File: src/verilog/imfb_regs.svh
// Register indices, field positions and reset values of the mask and flag bank
`ifndef IMFB_REGS_SVH
`define IMFB_REGS_SVH

`define IMFB_ADDR_W 18
`define IMFB_IDX_W 16
`define IMFB_WORD_W 4

`define IMFB_IDX_PWM_SEL 16'hFFD8
`define IMFB_IDX_MATCH_EN 16'hFFE0
`define IMFB_IDX_WRAP_EN 16'hFFE1
`define IMFB_IDX_KEYS_A_EN 16'hFFE3
`define IMFB_IDX_KEYS_B_EN 16'hFFE4
`define IMFB_IDX_TICK_EN 16'hFFE5
`define IMFB_IDX_CONV_EN 16'hFFE7
`define IMFB_IDX_MATCH_EV 16'hFFF0
`define IMFB_IDX_WRAP_EV 16'hFFF1
`define IMFB_IDX_KEYS_A_EV 16'hFFF3
`define IMFB_IDX_KEYS_B_EV 16'hFFF4
`define IMFB_IDX_TICK_EV 16'hFFF5
`define IMFB_IDX_CONV_EV 16'hFFF7

`define IMFB_BIT_T0 0
`define IMFB_BIT_T1 1
`define IMFB_BIT_KEYS 0
`define IMFB_BIT_TICK32 0
`define IMFB_BIT_TICK8 1
`define IMFB_BIT_TICK2 2
`define IMFB_BIT_TICK1 3
`define IMFB_BIT_SENSOR 0
`define IMFB_BIT_REF 1

`define IMFB_RST_2 2'h0
`define IMFB_RST_1 1'h0
`define IMFB_RST_4 4'h0

`endif

File: src/verilog/imfb_pkg.sv
// Types shared by the mask and flag bank
package imfb_pkg;
   typedef enum logic [1:0] {
      IMFB_RESP_OKAY = 2'b00,
      IMFB_RESP_SLVERR = 2'b10
   } imfb_resp_t;
endpackage

File: src/verilog/imfb_event_word.sv
// Sticky event flags with write-one-to-clear, set winning over clear
`timescale 1ns/1ps
module imfb_event_word #(
   parameter int W = 2
) (
   input wire logic clock,
   input wire logic sys_rst,
   input wire logic [W-1:0] set_in,
   input wire logic [W-1:0] clr_in,
   output logic [W-1:0] flag
);
   genvar i;
   generate
      for (i = 0; i < W; i = i + 1) begin : g_bit
         logic flag_r;
         logic flag_nxt;
         // Event in the clearing cycle is kept
         assign flag_nxt = set_in[i] | (flag_r & ~clr_in[i]);
         always_ff @(posedge clock) begin
            if (sys_rst) begin
               flag_r <= 1'b0;
            end else begin
               flag_r <= flag_nxt;
            end
         end
         assign flag[i] = flag_r;
      end
   endgenerate
endmodule

File: src/verilog/imfb_axil_slave.sv
// AXI4-Lite slave front end: one write and one read in flight
`timescale 1ns/1ps
module imfb_axil_slave #(
   parameter int AW = 18
) (
   input wire logic clock,
   input wire logic sys_rst,
   input wire logic [AW-1:0] s_axi_awaddr,
   input wire logic s_axi_awvalid,
   output logic s_axi_awready,
   input wire logic [31:0] s_axi_wdata,
   input wire logic [3:0] s_axi_wstrb,
   input wire logic s_axi_wvalid,
   output logic s_axi_wready,
   output logic [1:0] s_axi_bresp,
   output logic s_axi_bvalid,
   input wire logic s_axi_bready,
   input wire logic [AW-1:0] s_axi_araddr,
   input wire logic s_axi_arvalid,
   output logic s_axi_arready,
   output logic [31:0] s_axi_rdata,
   output logic [1:0] s_axi_rresp,
   output logic s_axi_rvalid,
   input wire logic s_axi_rready,
   output logic wr_en,
   output logic [AW-1:0] wr_addr,
   output logic [3:0] wr_data,
   input wire logic wr_hit,
   output logic [AW-1:0] rd_addr,
   input wire logic [3:0] rd_data,
   input wire logic rd_hit
);
   logic aw_have_r;
   logic w_have_r;
   logic [AW-1:0] aw_addr_r;
   logic [3:0] w_data_r;
   logic w_strb0_r;
   logic bvalid_r;
   logic [1:0] bresp_r;
   logic rvalid_r;
   logic [1:0] rresp_r;
   logic [31:0] rdata_r;
   logic wr_fire;
   logic ar_fire;

   assign s_axi_awready = ~aw_have_r & ~bvalid_r;
   assign s_axi_wready = ~w_have_r & ~bvalid_r;
   assign s_axi_arready = ~rvalid_r;
   assign wr_fire = aw_have_r & w_have_r & ~bvalid_r;
   assign ar_fire = s_axi_arvalid & ~rvalid_r;
   // Only byte lane 0 carries register bits
   assign wr_en = wr_fire & w_strb0_r;
   assign wr_addr = aw_addr_r;
   assign wr_data = w_data_r;
   assign rd_addr = s_axi_araddr;
   assign s_axi_bvalid = bvalid_r;
   assign s_axi_bresp = bresp_r;
   assign s_axi_rvalid = rvalid_r;
   assign s_axi_rresp = rresp_r;
   assign s_axi_rdata = rdata_r;

   always_ff @(posedge clock) begin
      if (sys_rst) begin
         aw_have_r <= 1'b0;
         w_have_r <= 1'b0;
         aw_addr_r <= '0;
         w_data_r <= 4'h0;
         w_strb0_r <= 1'b0;
      end else begin
         if (s_axi_awvalid && s_axi_awready) begin
            aw_have_r <= 1'b1;
            aw_addr_r <= s_axi_awaddr;
         end else if (wr_fire) begin
            aw_have_r <= 1'b0;
         end
         if (s_axi_wvalid && s_axi_wready) begin
            w_have_r <= 1'b1;
            w_data_r <= s_axi_wdata[3:0];
            w_strb0_r <= s_axi_wstrb[0];
         end else if (wr_fire) begin
            w_have_r <= 1'b0;
         end
      end
   end

   always_ff @(posedge clock) begin
      if (sys_rst) begin
         bvalid_r <= 1'b0;
         bresp_r <= 2'b00;
      end else if (wr_fire) begin
         bvalid_r <= 1'b1;
         bresp_r <= wr_hit ? imfb_pkg::IMFB_RESP_OKAY : imfb_pkg::IMFB_RESP_SLVERR;
      end else if (s_axi_bready) begin
         bvalid_r <= 1'b0;
      end
   end

   always_ff @(posedge clock) begin
      if (sys_rst) begin
         rvalid_r <= 1'b0;
         rresp_r <= 2'b00;
         rdata_r <= 32'h0000_0000;
      end else if (ar_fire) begin
         rvalid_r <= 1'b1;
         rresp_r <= rd_hit ? imfb_pkg::IMFB_RESP_OKAY : imfb_pkg::IMFB_RESP_SLVERR;
         rdata_r <= {28'h000_0000, rd_data};
      end else if (s_axi_rready) begin
         rvalid_r <= 1'b0;
      end
   end
endmodule

File: src/verilog/imfb_irq_bank.sv
// Interrupt enable masks, event flags and PWM route bits behind AXI4-Lite
`timescale 1ns/1ps
`include "imfb_regs.svh"
module imfb_irq_bank (
   input wire logic clock,
   input wire logic sys_rst,
   input wire logic [`IMFB_ADDR_W-1:0] s_axi_awaddr,
   input wire logic [2:0] s_axi_awprot,
   input wire logic s_axi_awvalid,
   output logic s_axi_awready,
   input wire logic [31:0] s_axi_wdata,
   input wire logic [3:0] s_axi_wstrb,
   input wire logic s_axi_wvalid,
   output logic s_axi_wready,
   output logic [1:0] s_axi_bresp,
   output logic s_axi_bvalid,
   input wire logic s_axi_bready,
   input wire logic [`IMFB_ADDR_W-1:0] s_axi_araddr,
   input wire logic [2:0] s_axi_arprot,
   input wire logic s_axi_arvalid,
   output logic s_axi_arready,
   output logic [31:0] s_axi_rdata,
   output logic [1:0] s_axi_rresp,
   output logic s_axi_rvalid,
   input wire logic s_axi_rready,
   input wire logic [1:0] timer_match_event,
   input wire logic [1:0] timer_wrap_event,
   input wire logic keys_a_event,
   input wire logic keys_b_event,
   input wire logic [3:0] tick_event,
   input wire logic [1:0] conv_event,
   output logic timer0_pwm_route,
   output logic timer1_pwm_route,
   output logic irq_req
);
   logic wr_en;
   logic [`IMFB_ADDR_W-1:0] wr_addr;
   logic [3:0] wr_data;
   logic wr_hit;
   logic [`IMFB_ADDR_W-1:0] rd_addr;
   logic [3:0] rd_data;
   logic rd_hit;

   // Protection bits carry no meaning here
   logic prot_unused;
   assign prot_unused = ^{s_axi_awprot, s_axi_arprot};

   imfb_axil_slave #(
      .AW(`IMFB_ADDR_W)
   ) u_bus (
      .clock(clock),
      .sys_rst(sys_rst),
      .s_axi_awaddr(s_axi_awaddr),
      .s_axi_awvalid(s_axi_awvalid),
      .s_axi_awready(s_axi_awready),
      .s_axi_wdata(s_axi_wdata),
      .s_axi_wstrb(s_axi_wstrb),
      .s_axi_wvalid(s_axi_wvalid),
      .s_axi_wready(s_axi_wready),
      .s_axi_bresp(s_axi_bresp),
      .s_axi_bvalid(s_axi_bvalid),
      .s_axi_bready(s_axi_bready),
      .s_axi_araddr(s_axi_araddr),
      .s_axi_arvalid(s_axi_arvalid),
      .s_axi_arready(s_axi_arready),
      .s_axi_rdata(s_axi_rdata),
      .s_axi_rresp(s_axi_rresp),
      .s_axi_rvalid(s_axi_rvalid),
      .s_axi_rready(s_axi_rready),
      .wr_en(wr_en),
      .wr_addr(wr_addr),
      .wr_data(wr_data),
      .wr_hit(wr_hit),
      .rd_addr(rd_addr),
      .rd_data(rd_data),
      .rd_hit(rd_hit)
   );

   // Word index decode; byte address is four times the index
   logic [`IMFB_IDX_W-1:0] wr_idx;
   logic [`IMFB_IDX_W-1:0] rd_idx;
   logic wr_aligned;
   logic rd_aligned;
   assign wr_idx = wr_addr[`IMFB_ADDR_W-1:2];
   assign rd_idx = rd_addr[`IMFB_ADDR_W-1:2];
   assign wr_aligned = (wr_addr[1:0] == 2'h0);
   assign rd_aligned = (rd_addr[1:0] == 2'h0);

   logic w_pwm;
   logic w_match_en;
   logic w_wrap_en;
   logic w_keys_a_en;
   logic w_keys_b_en;
   logic w_tick_en;
   logic w_conv_en;
   logic w_match_ev;
   logic w_wrap_ev;
   logic w_keys_a_ev;
   logic w_keys_b_ev;
   logic w_tick_ev;
   logic w_conv_ev;
   assign w_pwm = wr_aligned & (wr_idx == `IMFB_IDX_PWM_SEL);
   assign w_match_en = wr_aligned & (wr_idx == `IMFB_IDX_MATCH_EN);
   assign w_wrap_en = wr_aligned & (wr_idx == `IMFB_IDX_WRAP_EN);
   assign w_keys_a_en = wr_aligned & (wr_idx == `IMFB_IDX_KEYS_A_EN);
   assign w_keys_b_en = wr_aligned & (wr_idx == `IMFB_IDX_KEYS_B_EN);
   assign w_tick_en = wr_aligned & (wr_idx == `IMFB_IDX_TICK_EN);
   assign w_conv_en = wr_aligned & (wr_idx == `IMFB_IDX_CONV_EN);
   assign w_match_ev = wr_aligned & (wr_idx == `IMFB_IDX_MATCH_EV);
   assign w_wrap_ev = wr_aligned & (wr_idx == `IMFB_IDX_WRAP_EV);
   assign w_keys_a_ev = wr_aligned & (wr_idx == `IMFB_IDX_KEYS_A_EV);
   assign w_keys_b_ev = wr_aligned & (wr_idx == `IMFB_IDX_KEYS_B_EV);
   assign w_tick_ev = wr_aligned & (wr_idx == `IMFB_IDX_TICK_EV);
   assign w_conv_ev = wr_aligned & (wr_idx == `IMFB_IDX_CONV_EV);
   assign wr_hit = w_pwm | w_match_en | w_wrap_en | w_keys_a_en | w_keys_b_en
                 | w_tick_en | w_conv_en | w_match_ev | w_wrap_ev | w_keys_a_ev
                 | w_keys_b_ev | w_tick_ev | w_conv_ev;

   logic r_pwm;
   logic r_match_en;
   logic r_wrap_en;
   logic r_keys_a_en;
   logic r_keys_b_en;
   logic r_tick_en;
   logic r_conv_en;
   logic r_match_ev;
   logic r_wrap_ev;
   logic r_keys_a_ev;
   logic r_keys_b_ev;
   logic r_tick_ev;
   logic r_conv_ev;
   assign r_pwm = rd_aligned & (rd_idx == `IMFB_IDX_PWM_SEL);
   assign r_match_en = rd_aligned & (rd_idx == `IMFB_IDX_MATCH_EN);
   assign r_wrap_en = rd_aligned & (rd_idx == `IMFB_IDX_WRAP_EN);
   assign r_keys_a_en = rd_aligned & (rd_idx == `IMFB_IDX_KEYS_A_EN);
   assign r_keys_b_en = rd_aligned & (rd_idx == `IMFB_IDX_KEYS_B_EN);
   assign r_tick_en = rd_aligned & (rd_idx == `IMFB_IDX_TICK_EN);
   assign r_conv_en = rd_aligned & (rd_idx == `IMFB_IDX_CONV_EN);
   assign r_match_ev = rd_aligned & (rd_idx == `IMFB_IDX_MATCH_EV);
   assign r_wrap_ev = rd_aligned & (rd_idx == `IMFB_IDX_WRAP_EV);
   assign r_keys_a_ev = rd_aligned & (rd_idx == `IMFB_IDX_KEYS_A_EV);
   assign r_keys_b_ev = rd_aligned & (rd_idx == `IMFB_IDX_KEYS_B_EV);
   assign r_tick_ev = rd_aligned & (rd_idx == `IMFB_IDX_TICK_EV);
   assign r_conv_ev = rd_aligned & (rd_idx == `IMFB_IDX_CONV_EV);
   assign rd_hit = r_pwm | r_match_en | r_wrap_en | r_keys_a_en | r_keys_b_en
                 | r_tick_en | r_conv_en | r_match_ev | r_wrap_ev | r_keys_a_ev
                 | r_keys_b_ev | r_tick_ev | r_conv_ev;

   logic [1:0] pwm_route_r;
   logic [1:0] match_allow_r;
   logic [1:0] wrap_allow_r;
   logic keys_a_allow_r;
   logic keys_b_allow_r;
   logic [3:0] tick_allow_r;
   logic [1:0] conv_allow_r;

   always_ff @(posedge clock) begin
      if (sys_rst) begin
         pwm_route_r <= `IMFB_RST_2;
      end else if (wr_en && w_pwm) begin
         pwm_route_r <= wr_data[1:0];
      end
   end
   assign timer0_pwm_route = pwm_route_r[`IMFB_BIT_T0];
   assign timer1_pwm_route = pwm_route_r[`IMFB_BIT_T1];

   always_ff @(posedge clock) begin
      if (sys_rst) begin
         match_allow_r <= `IMFB_RST_2;
      end else if (wr_en && w_match_en) begin
         match_allow_r <= wr_data[1:0];
      end
   end

   always_ff @(posedge clock) begin
      if (sys_rst) begin
         wrap_allow_r <= `IMFB_RST_2;
      end else if (wr_en && w_wrap_en) begin
         wrap_allow_r <= wr_data[1:0];
      end
   end

   // Key group enables, bit 0 only
   always_ff @(posedge clock) begin
      if (sys_rst) begin
         keys_a_allow_r <= `IMFB_RST_1;
         keys_b_allow_r <= `IMFB_RST_1;
      end else begin
         if (wr_en && w_keys_a_en) begin
            keys_a_allow_r <= wr_data[`IMFB_BIT_KEYS];
         end
         if (wr_en && w_keys_b_en) begin
            keys_b_allow_r <= wr_data[`IMFB_BIT_KEYS];
         end
      end
   end

   always_ff @(posedge clock) begin
      if (sys_rst) begin
         tick_allow_r <= `IMFB_RST_4;
      end else if (wr_en && w_tick_en) begin
         tick_allow_r <= wr_data;
      end
   end

   always_ff @(posedge clock) begin
      if (sys_rst) begin
         conv_allow_r <= `IMFB_RST_2;
      end else if (wr_en && w_conv_en) begin
         conv_allow_r <= wr_data[1:0];
      end
   end

   // Write-one clear strobes; a written zero leaves the flag alone
   logic [1:0] match_clr;
   logic [1:0] wrap_clr;
   logic keys_a_clr;
   logic keys_b_clr;
   logic [3:0] tick_clr;
   logic [1:0] conv_clr;
   assign match_clr = {2{wr_en & w_match_ev}} & wr_data[1:0];
   assign wrap_clr = {2{wr_en & w_wrap_ev}} & wr_data[1:0];
   assign keys_a_clr = wr_en & w_keys_a_ev & wr_data[`IMFB_BIT_KEYS];
   assign keys_b_clr = wr_en & w_keys_b_ev & wr_data[`IMFB_BIT_KEYS];
   assign tick_clr = {4{wr_en & w_tick_ev}} & wr_data;
   assign conv_clr = {2{wr_en & w_conv_ev}} & wr_data[1:0];

   logic [1:0] match_pending;
   logic [1:0] wrap_pending;
   logic keys_a_pending;
   logic keys_b_pending;
   logic [3:0] tick_pending;
   logic [1:0] conv_pending;

   imfb_event_word #(.W(2)) u_match (
      .clock(clock),
      .sys_rst(sys_rst),
      .set_in(timer_match_event),
      .clr_in(match_clr),
      .flag(match_pending)
   );

   imfb_event_word #(.W(2)) u_wrap (
      .clock(clock),
      .sys_rst(sys_rst),
      .set_in(timer_wrap_event),
      .clr_in(wrap_clr),
      .flag(wrap_pending)
   );

   imfb_event_word #(.W(1)) u_keys_a (
      .clock(clock),
      .sys_rst(sys_rst),
      .set_in(keys_a_event),
      .clr_in(keys_a_clr),
      .flag(keys_a_pending)
   );

   imfb_event_word #(.W(1)) u_keys_b (
      .clock(clock),
      .sys_rst(sys_rst),
      .set_in(keys_b_event),
      .clr_in(keys_b_clr),
      .flag(keys_b_pending)
   );

   imfb_event_word #(.W(4)) u_tick (
      .clock(clock),
      .sys_rst(sys_rst),
      .set_in(tick_event),
      .clr_in(tick_clr),
      .flag(tick_pending)
   );

   imfb_event_word #(.W(2)) u_conv (
      .clock(clock),
      .sys_rst(sys_rst),
      .set_in(conv_event),
      .clr_in(conv_clr),
      .flag(conv_pending)
   );

   logic [3:0] word_pwm;
   logic [3:0] word_match_en;
   logic [3:0] word_wrap_en;
   logic [3:0] word_keys_a_en;
   logic [3:0] word_keys_b_en;
   logic [3:0] word_tick_en;
   logic [3:0] word_conv_en;
   logic [3:0] word_match_ev;
   logic [3:0] word_wrap_ev;
   logic [3:0] word_keys_a_ev;
   logic [3:0] word_keys_b_ev;
   logic [3:0] word_tick_ev;
   logic [3:0] word_conv_ev;
   assign word_pwm = {2'h0, pwm_route_r};
   assign word_match_en = {2'h0, match_allow_r};
   assign word_wrap_en = {2'h0, wrap_allow_r};
   assign word_keys_a_en = {3'h0, keys_a_allow_r};
   assign word_keys_b_en = {3'h0, keys_b_allow_r};
   assign word_tick_en = tick_allow_r;
   assign word_conv_en = {2'h0, conv_allow_r};
   assign word_match_ev = {2'h0, match_pending};
   assign word_wrap_ev = {2'h0, wrap_pending};
   assign word_keys_a_ev = {3'h0, keys_a_pending};
   assign word_keys_b_ev = {3'h0, keys_b_pending};
   assign word_tick_ev = tick_pending;
   assign word_conv_ev = {2'h0, conv_pending};

   assign rd_data = ({4{r_pwm}} & word_pwm)
                  | ({4{r_match_en}} & word_match_en)
                  | ({4{r_wrap_en}} & word_wrap_en)
                  | ({4{r_keys_a_en}} & word_keys_a_en)
                  | ({4{r_keys_b_en}} & word_keys_b_en)
                  | ({4{r_tick_en}} & word_tick_en)
                  | ({4{r_conv_en}} & word_conv_en)
                  | ({4{r_match_ev}} & word_match_ev)
                  | ({4{r_wrap_ev}} & word_wrap_ev)
                  | ({4{r_keys_a_ev}} & word_keys_a_ev)
                  | ({4{r_keys_b_ev}} & word_keys_b_ev)
                  | ({4{r_tick_ev}} & word_tick_ev)
                  | ({4{r_conv_ev}} & word_conv_ev);

   logic [13:0] live_src;
   logic irq_req_nxt;
   logic irq_req_r;
   assign live_src = {match_pending & match_allow_r,
                      wrap_pending & wrap_allow_r,
                      keys_a_pending & keys_a_allow_r,
                      keys_b_pending & keys_b_allow_r,
                      tick_pending & tick_allow_r,
                      conv_pending & conv_allow_r};
   assign irq_req_nxt = |live_src;

   // Registered so the core sees a glitch-free level
   always_ff @(posedge clock) begin
      if (sys_rst) begin
         irq_req_r <= 1'b0;
      end else begin
         irq_req_r <= irq_req_nxt;
      end
   end
   assign irq_req = irq_req_r;
endmodule

File: config.mk
export PLATFORM = sky130hd
export DESIGN_NAME = imfb_irq_bank
export DESIGN_NICKNAME = d
export VERILOG_FILES = /design/src/verilog/imfb_pkg.sv /design/src/verilog/imfb_event_word.sv /design/src/verilog/imfb_axil_slave.sv /design/src/verilog/imfb_irq_bank.sv
export VERILOG_INCLUDE_DIRS = /design/src /design/src/verilog
export SDC_FILE = /design/constraint.sdc
export NUM_CORES = 1
export LEC_CHECK = 0
export BUFFER_PORTS_ARGS = -buffer_cell sky130_fd_sc_hd__buf_4
export CAP_MARGIN = 20
export CORE_MARGIN = 1.5
export CORE_UTILIZATION = 31
export CTS_BUF_LIST = sky130_fd_sc_hd__clkbuf_4 sky130_fd_sc_hd__clkbuf_8
export DETAILED_ROUTE_END_ITERATION = 12
export PLACE_DENSITY = 0.63
export SETUP_SLACK_MARGIN = 0.1
export SYNTH_ARGS = -nofsm -noshare
export SYNTH_HDL_FRONTEND = slang
export SYNTH_SLANG_ARGS = --single-unit
File: constraint.sdc
create_clock -name clock -period 2 [get_ports clock]
set_input_delay 0.1 -clock clock [delete_from_list [all_inputs] [get_ports clock]]
set_output_delay 0.1 -clock clock [all_outputs]
set_load 0.05 [all_outputs]
# [Yosys cells after proc, flatten, opt, wreduce, memory -nomap -nowiden]
# Cells that the tools add are included.
[op_classes] n_eq_ne=26 mux=9 n_bitwise=139 reduce_logical=16
[op_table] op="$eq 16x16->1 const B" n=26
[op_table] op="$and 1x1->1" n=54
[op_table] op="$or 4x4->4" n=12
[op_table] op="$or 1x1->1" n=36
[op_table] op="$and 4x2->4" n=7
[op_table] op="$and 4x1->4" n=4
[op_table] op="$and 4x4->4" n=4
[op_table] op="$not 1->1" n=16
[op_table] op="$and 2x2->2" n=6
[op_table] op="$reduce_or 12->1" n=1
[op_table] op="$logic_and 1x1->1" n=9
[op_table] op="$reduce_bool 2->1" n=4
[op_table] op="$mux 1" n=7
[op_table] op="$logic_not 2->1" n=2
[op_table] op="$mux 2" n=2
[totals] regBits=62 in_bits=97 output_inout_bits=44 wordCells=220

# [Longest topological paths before layout]
[logic_depth] ltp_word=15 depth_mapped=6 ltp_nobuf=5

# [Hierarchy]
# Synthesis repeated with hierarchy kept, for this count alone.
[hier_totals] cells_unflattened=413 area_unflattened_um2=3422.0
[modules_own_cells] module="imfb_axil_slave" n_inst=1 cells_each=187 area_each_um2=1591.5 seq_area_each_um2=660.6
[modules_own_cells] module="imfb_irq_bank" n_inst=1 cells_each=168 area_each_um2=1327.5 seq_area_each_um2=300.3
[modules_own_cells] module="imfb_event_word at u_conv ..." n_inst=3 cells_each=10 area_each_um2=85.1 seq_area_each_um2=40.0
[modules_own_cells] module="imfb_event_word at u_tick" n_inst=1 cells_each=20 area_each_um2=170.2 seq_area_each_um2=80.1
[modules_own_cells] module="imfb_event_word at u_keys_a ..." n_inst=2 cells_each=4 area_each_um2=38.8 seq_area_each_um2=20.0

# [Worst setup path after synthesis]
# OpenSTA, ideal clock, no wires.
[synth_timing] path_kind="reg2reg" from="register u_bus.bvalid_r (netlist: u_bus.s_axi_bvalid)" to="register u_bus.aw_addr_r[10] (netlist: u_bus.wr_addr[10])" setup_ps=70 t_arrival_ps=2211 required_time_ps=1930 path_slack_ps=-281 stages_incl_launch_ff=7 n_path_buf=2 period_less_slack_ps=2281 path_cell_list="dfxtp_1 > nor2_1 > and2_1 > clkbuf_1 > buf_1 > nand2_1 > a21oi_1"
[synth_between] elab_chain_cells=3
[synth_rtl] element="from (decl)" line_no="imfb_axil_slave.sv:38" source="logic bvalid_r;"
[synth_rtl] element="from (signal assigned)" line_no="imfb_axil_slave.sv:88" source="bvalid_r <= 1'b0;"
[synth_rtl] element="from (signal assigned)" line_no="imfb_axil_slave.sv:91" source="bvalid_r <= 1'b1;"
[synth_rtl] element="from (signal assigned)" line_no="imfb_axil_slave.sv:94" source="bvalid_r <= 1'b0;"
[synth_rtl] element="$not 1->1" line_no="imfb_axil_slave.sv:46" source="assign s_axi_awready = ~aw_have_r & ~bvalid_r;"
[synth_rtl] element="$and 1x1->1" line_no="imfb_axil_slave.sv:46"
[synth_rtl] element="via s_axi_awready" line_no="imfb_irq_bank.sv:10" source="output logic s_axi_awready,"
[synth_rtl] element="$logic_and 1x1->1" line_no="imfb_axil_slave.sv:70" source="if (s_axi_awvalid && s_axi_awready) begin"
[synth_rtl] element="to (signal assigned)" line_no="imfb_axil_slave.sv:72" source="aw_addr_r <= s_axi_awaddr;"
[synth_rtl] element="to (decl)" line_no="imfb_axil_slave.sv:35" source="logic [AW-1:0] aw_addr_r;"
# The timed path passes the listed nets, and every way through them passes these cells.
# A chain may end at the register's enable or synchronous reset.

# [Worst setup path after layout]
[layout_timing] from="register u_bus.aw_addr_r[0] (netlist: u_bus.wr_addr[0])" to="register conv_allow_r[1]"
[layout_between] elab_chain_cells=3
[layout_rtl] element="$logic_not 2->1" line_no="imfb_irq_bank.sv:86" source="assign wr_aligned = (wr_addr[1:0] == 2'h0);"
[layout_rtl] element="$and 1x1->1" line_no="imfb_irq_bank.sv:108" source="assign w_conv_en = wr_aligned & (wr_idx == `IMFB_IDX_CONV_EN);"
[layout_rtl] element="$logic_and 1x1->1" line_no="imfb_irq_bank.sv:209" source="end else if (wr_en && w_conv_en) begin"
[layout_rtl] element="to (signal assigned)" line_no="imfb_irq_bank.sv:208" source="conv_allow_r <= `IMFB_RST_2;"
[layout_rtl] element="to (signal assigned)" line_no="imfb_irq_bank.sv:210" source="conv_allow_r <= wr_data[1:0];"
[layout_rtl] element="to (decl)" line_no="imfb_irq_bank.sv:155" source="logic [1:0] conv_allow_r;"
# No other way between the ends.

==> run_results.csv <==
group,metric,value,unit
run_status,status,"finished clean",
global_routing,grtUsageTotal,14.5,%
route,vias_per_cell,4.63,
route,detail_route.wl_per_cell,12.6,um
worst_setup_path,cp_data_required_time,2210,ps
flow_run,drv.max_cap_violation_count,0,
yosys,synth.yosys.seq_area_share,39.7,%
global_routing,grt_start_max_net_pins,61,
final_layout,num-nets-final,556,
yosys,synthArstFlopShare,0,%
clock_network,clkLatencyLatePin,340,ps
sta,finalCriticalPeriod,1790,ps
global_routing,first_pass_grt_wire_length,11700,um
sta,finalClockSkew,7.05,ps
yosys,syn_area,3030,um^2
final_layout,multiInputGateArea,1600,um^2
pwr,peakVddDrop,0.488,mV
yosys,synthDistinctLibCells,48,
clock_network,cts_made_buffers,9,
sta,final_max_slew_viol_count,0,
floorplanning,start_util,32.3,%
clock_network,clock_tree.root_cell,"clkbuf_8",
floorplanning,rows,35,
yosys,synth_warnings,0,
pwr,power.static_leakage,0.00179,uW
place,placedInstanceArea,3620,um^2
worst_setup_path,r2r_slack,210,ps
clock_network,cts.clk_slew.worst_paths,70,ps
floorplanning,top_ports,141,
global_routing,antenna_found_initial,0,
worst_setup_path,critical_path.max_stage_delay,520,ps
route,dr.first_iter.drc_count,72,
clock_network,longest_clk_path_bufs,2,
pwr,net-switching-power,854,uW
pwr,power_density,755,nW/um^2
worst_setup_path,timing.critical_path.slowest_stage_cell,"or4_4",
final_layout,syn2layout_area_growth,34.4,%
sta,timing.setup.tns,0,ps
yosys,synth_enable_flop_cells,0,
min_path,min_path_type,"primary input to register",
sta,fin_crit_sh,89.6,%
final_layout,final-seq-area,1200,um^2
pwr,pwr-share-seq,42.5,%
worst_setup_path,setup.worst_path.start_class,"register",
sta,rsz_0062_raised_after_global_routing,"yes",
clock_network,cts_htree_levels,3,
worst_setup_path,cp_cell_sequence,"nand4bb_1 -> or4_4 -> nor4b_4 -> mux2i_1 -> nor2_1",
pwr,internal_dissipation,2220,uW
sta,achievable-frequency,0.558,GHz
sta,setup_violations,0,
floorplanning,design.die.area,10400,um^2
clock_network,cts_tree,"yes",
final_layout,final_design_area_no_fill,4070,um^2
clock_network,clock_sinks,60,
final_layout,antennaDiodeCount,0,
place,finalWeightedCongestion,0.888,
pwr,power.clock.fraction,39.7,%
sta,max_slew_margin,59.0,%
sta,finalHoldWorstSlack,9.03,ps
worst_setup_path,critical_path_peak_fanout,3,
global_routing,global_route.overflow_total,0,
worst_setup_path,critical_path.endpoint_type,"register",
yosys,ys_ff_latch,60,
worst_setup_path,critical_path_arrival,2000,ps
sta,timing.final.hold_violations,0,
floorplanning,floorplan.die.width,102,um
yosys,synthesized_area_per_cell,8.34,um^2
floorplanning,floorplan.core_area,9370,um^2
final_layout,layout-drive-gt1-share,24.4,%
place,dp_hpwl,5610,um
place,numPortBuffers,73,
sta,worst_pin_slew,615,ps
worst_setup_path,critical_setup_path_kind,"register to register",
route,routed_wirelength,7440,um
route,drt_first_pass_iters,4,
floorplanning,die_h,102,um
yosys,postSynth.topFlopCell,"dfxtp_1",
route,final_antenna_net_count,0,
route,route.detailed.drc,0,
final_layout,fillCellCount,971,
yosys,synthesis.instances,363,
pwr,swShare,27.8,%
route,dr_total_vias,2740,
global_routing,via_count_of_the_first_global_routing_pass,2614,
pwr,pwr-share-comb,17.7,%
-- timing repair --
action,CTS,global route
endpoints found under the setup margin,0,7
hold endpoints to repair,21,0
hold buffers,21,0
resized for setup,0,4
setup buffers,0,1
-- metal layers --
layer  vias to the layer above  global-route usage, %  part of all wire, %
met5                         -                      0                    0
met4                         0                   5.48                  1.2
met3                        10                   4.51                  5.9
met2                        89                   25.0                   49
met1                      1242                   17.0                   44
li1                       1399                      -                    -
-- worst max-delay path: cells and delay by family, from the launching register on --
kind	cells	cell delay, ps
and+or+nand+nor	4	1110
DFF	1	320
muxes	1	230
-- cell families (layout without fill, tap and decap cells) --
| group | Yosys count | after routing | share of synthesized area, % |
|---|---|---|---|
| multiplexers | 28 | 28 | 9.33 |
| flip-flops | 60 | 60 | 39.7 |
| buffers and inverters | 62 | 133 | 11.7 |
| AND/OR/NAND/NOR | 143 | 143 | 25.2 |
| AO/OA/AOI/OAI | 69 | 69 | 14.0 |
| other | 1 | 30 | 0.124 |
-- sequential cells by signal, summed over array words and instances (netlist names), 4 cells and up --
register / count
u_bus.s_axi_rdata: 4
u_bus.wr_addr: 18
tick_allow_r: 4
u_tick.g_bit.flag_r: 4
u_bus.wr_data: 4
-- final cells by class --
cell class	count	share of cell area (%)
timing repair buffer	103	20.3
clock inverter	4	1.78
inverter	15	1.38
tap	129	3.96
sequential	60	29.6
clock buffer	11	3.72
multi-input combinational	270	39.3
-- metrics by stage --
stage | std cells | total power [uW] | utilization (%) | setup slack (ps)
floorplan | 392 | 1720 | - | 104
global placement | 555 | 1840 | 38.6 | 209
detailed placement | 555 | 1850 | 38.6 | 161
CTS | 591 | 3100 | 43.3 | 151
global route | 592 | 3200 | 43.4 | 92.2
finish | 592 | 3070 | 43.4 | 209
-- power by group through the flow --
stage / Sequential, uW / Clock (uW) / Combinational [uW]
after floorplan: 1350 / 0 / 374
after global placement: 1330 / 0 / 505
after global routing: 1320 / 1300 / 589
after detailed placement: 1330 / 0 / 512
after CTS: 1310 / 1250 / 546
final: 1310 / 1220 / 545
-- path summary, 6_finish.rpt --
kind | from | end | depth (start not counted)
max | u_bus.wr_addr[0]$_SDFFE_PP0P_ | conv_allow_r[1]$_SDFFE_PP0P_ | 5
min | s_axi_awaddr[14] | u_bus.wr_addr[14]$_SDFFE_PP0P_ | 3
max reg2reg | u_bus.wr_addr[0]$_SDFFE_PP0P_ | conv_allow_r[1]$_SDFFE_PP0P_ | 5
min reg2reg | u_bus.s_axi_rdata[3]$_SDFFE_PP0P_ | u_bus.s_axi_rdata[3]$_SDFFE_PP0P_ | 2
-- placed cells by master, fill, tap and decap left out, types with 10 or more instances in the layout --
master         count
nand2_1           51
dlygate4sd3_1     21
mux2i_1           26
inv_1             15
conb_1            30
dfxtp_1           57
nor2_1            33
buf_4             82
clkbuf_8          11
a21oi_1           37
nand3_1           10
-- synth_stat cells, types with 3 or more instances --
master / number / area, um^2
a221oi_1: 3 / 26.3
dfxtp_1: 60 / 1200
mux2i_1: 26 / 260
and3_1: 4 / 25.0
buf_4: 31 / 233
buf_2: 4 / 20.0
nand2_1: 51 / 191
a21oi_1: 37 / 185
a22o_1: 3 / 26.3
clkbuf_1: 11 / 41.3
nor3_1: 7 / 35.0
a311oi_1: 4 / 35.0
inv_1: 15 / 56.3
nand3_1: 10 / 50.1
nand4b_1: 4 / 35.0
nand2b_1: 5 / 31.3
o21ai_0: 8 / 40.0
nand4_1: 6 / 37.5
nor2_1: 35 / 131
Power figures use the tool's default switching activity.
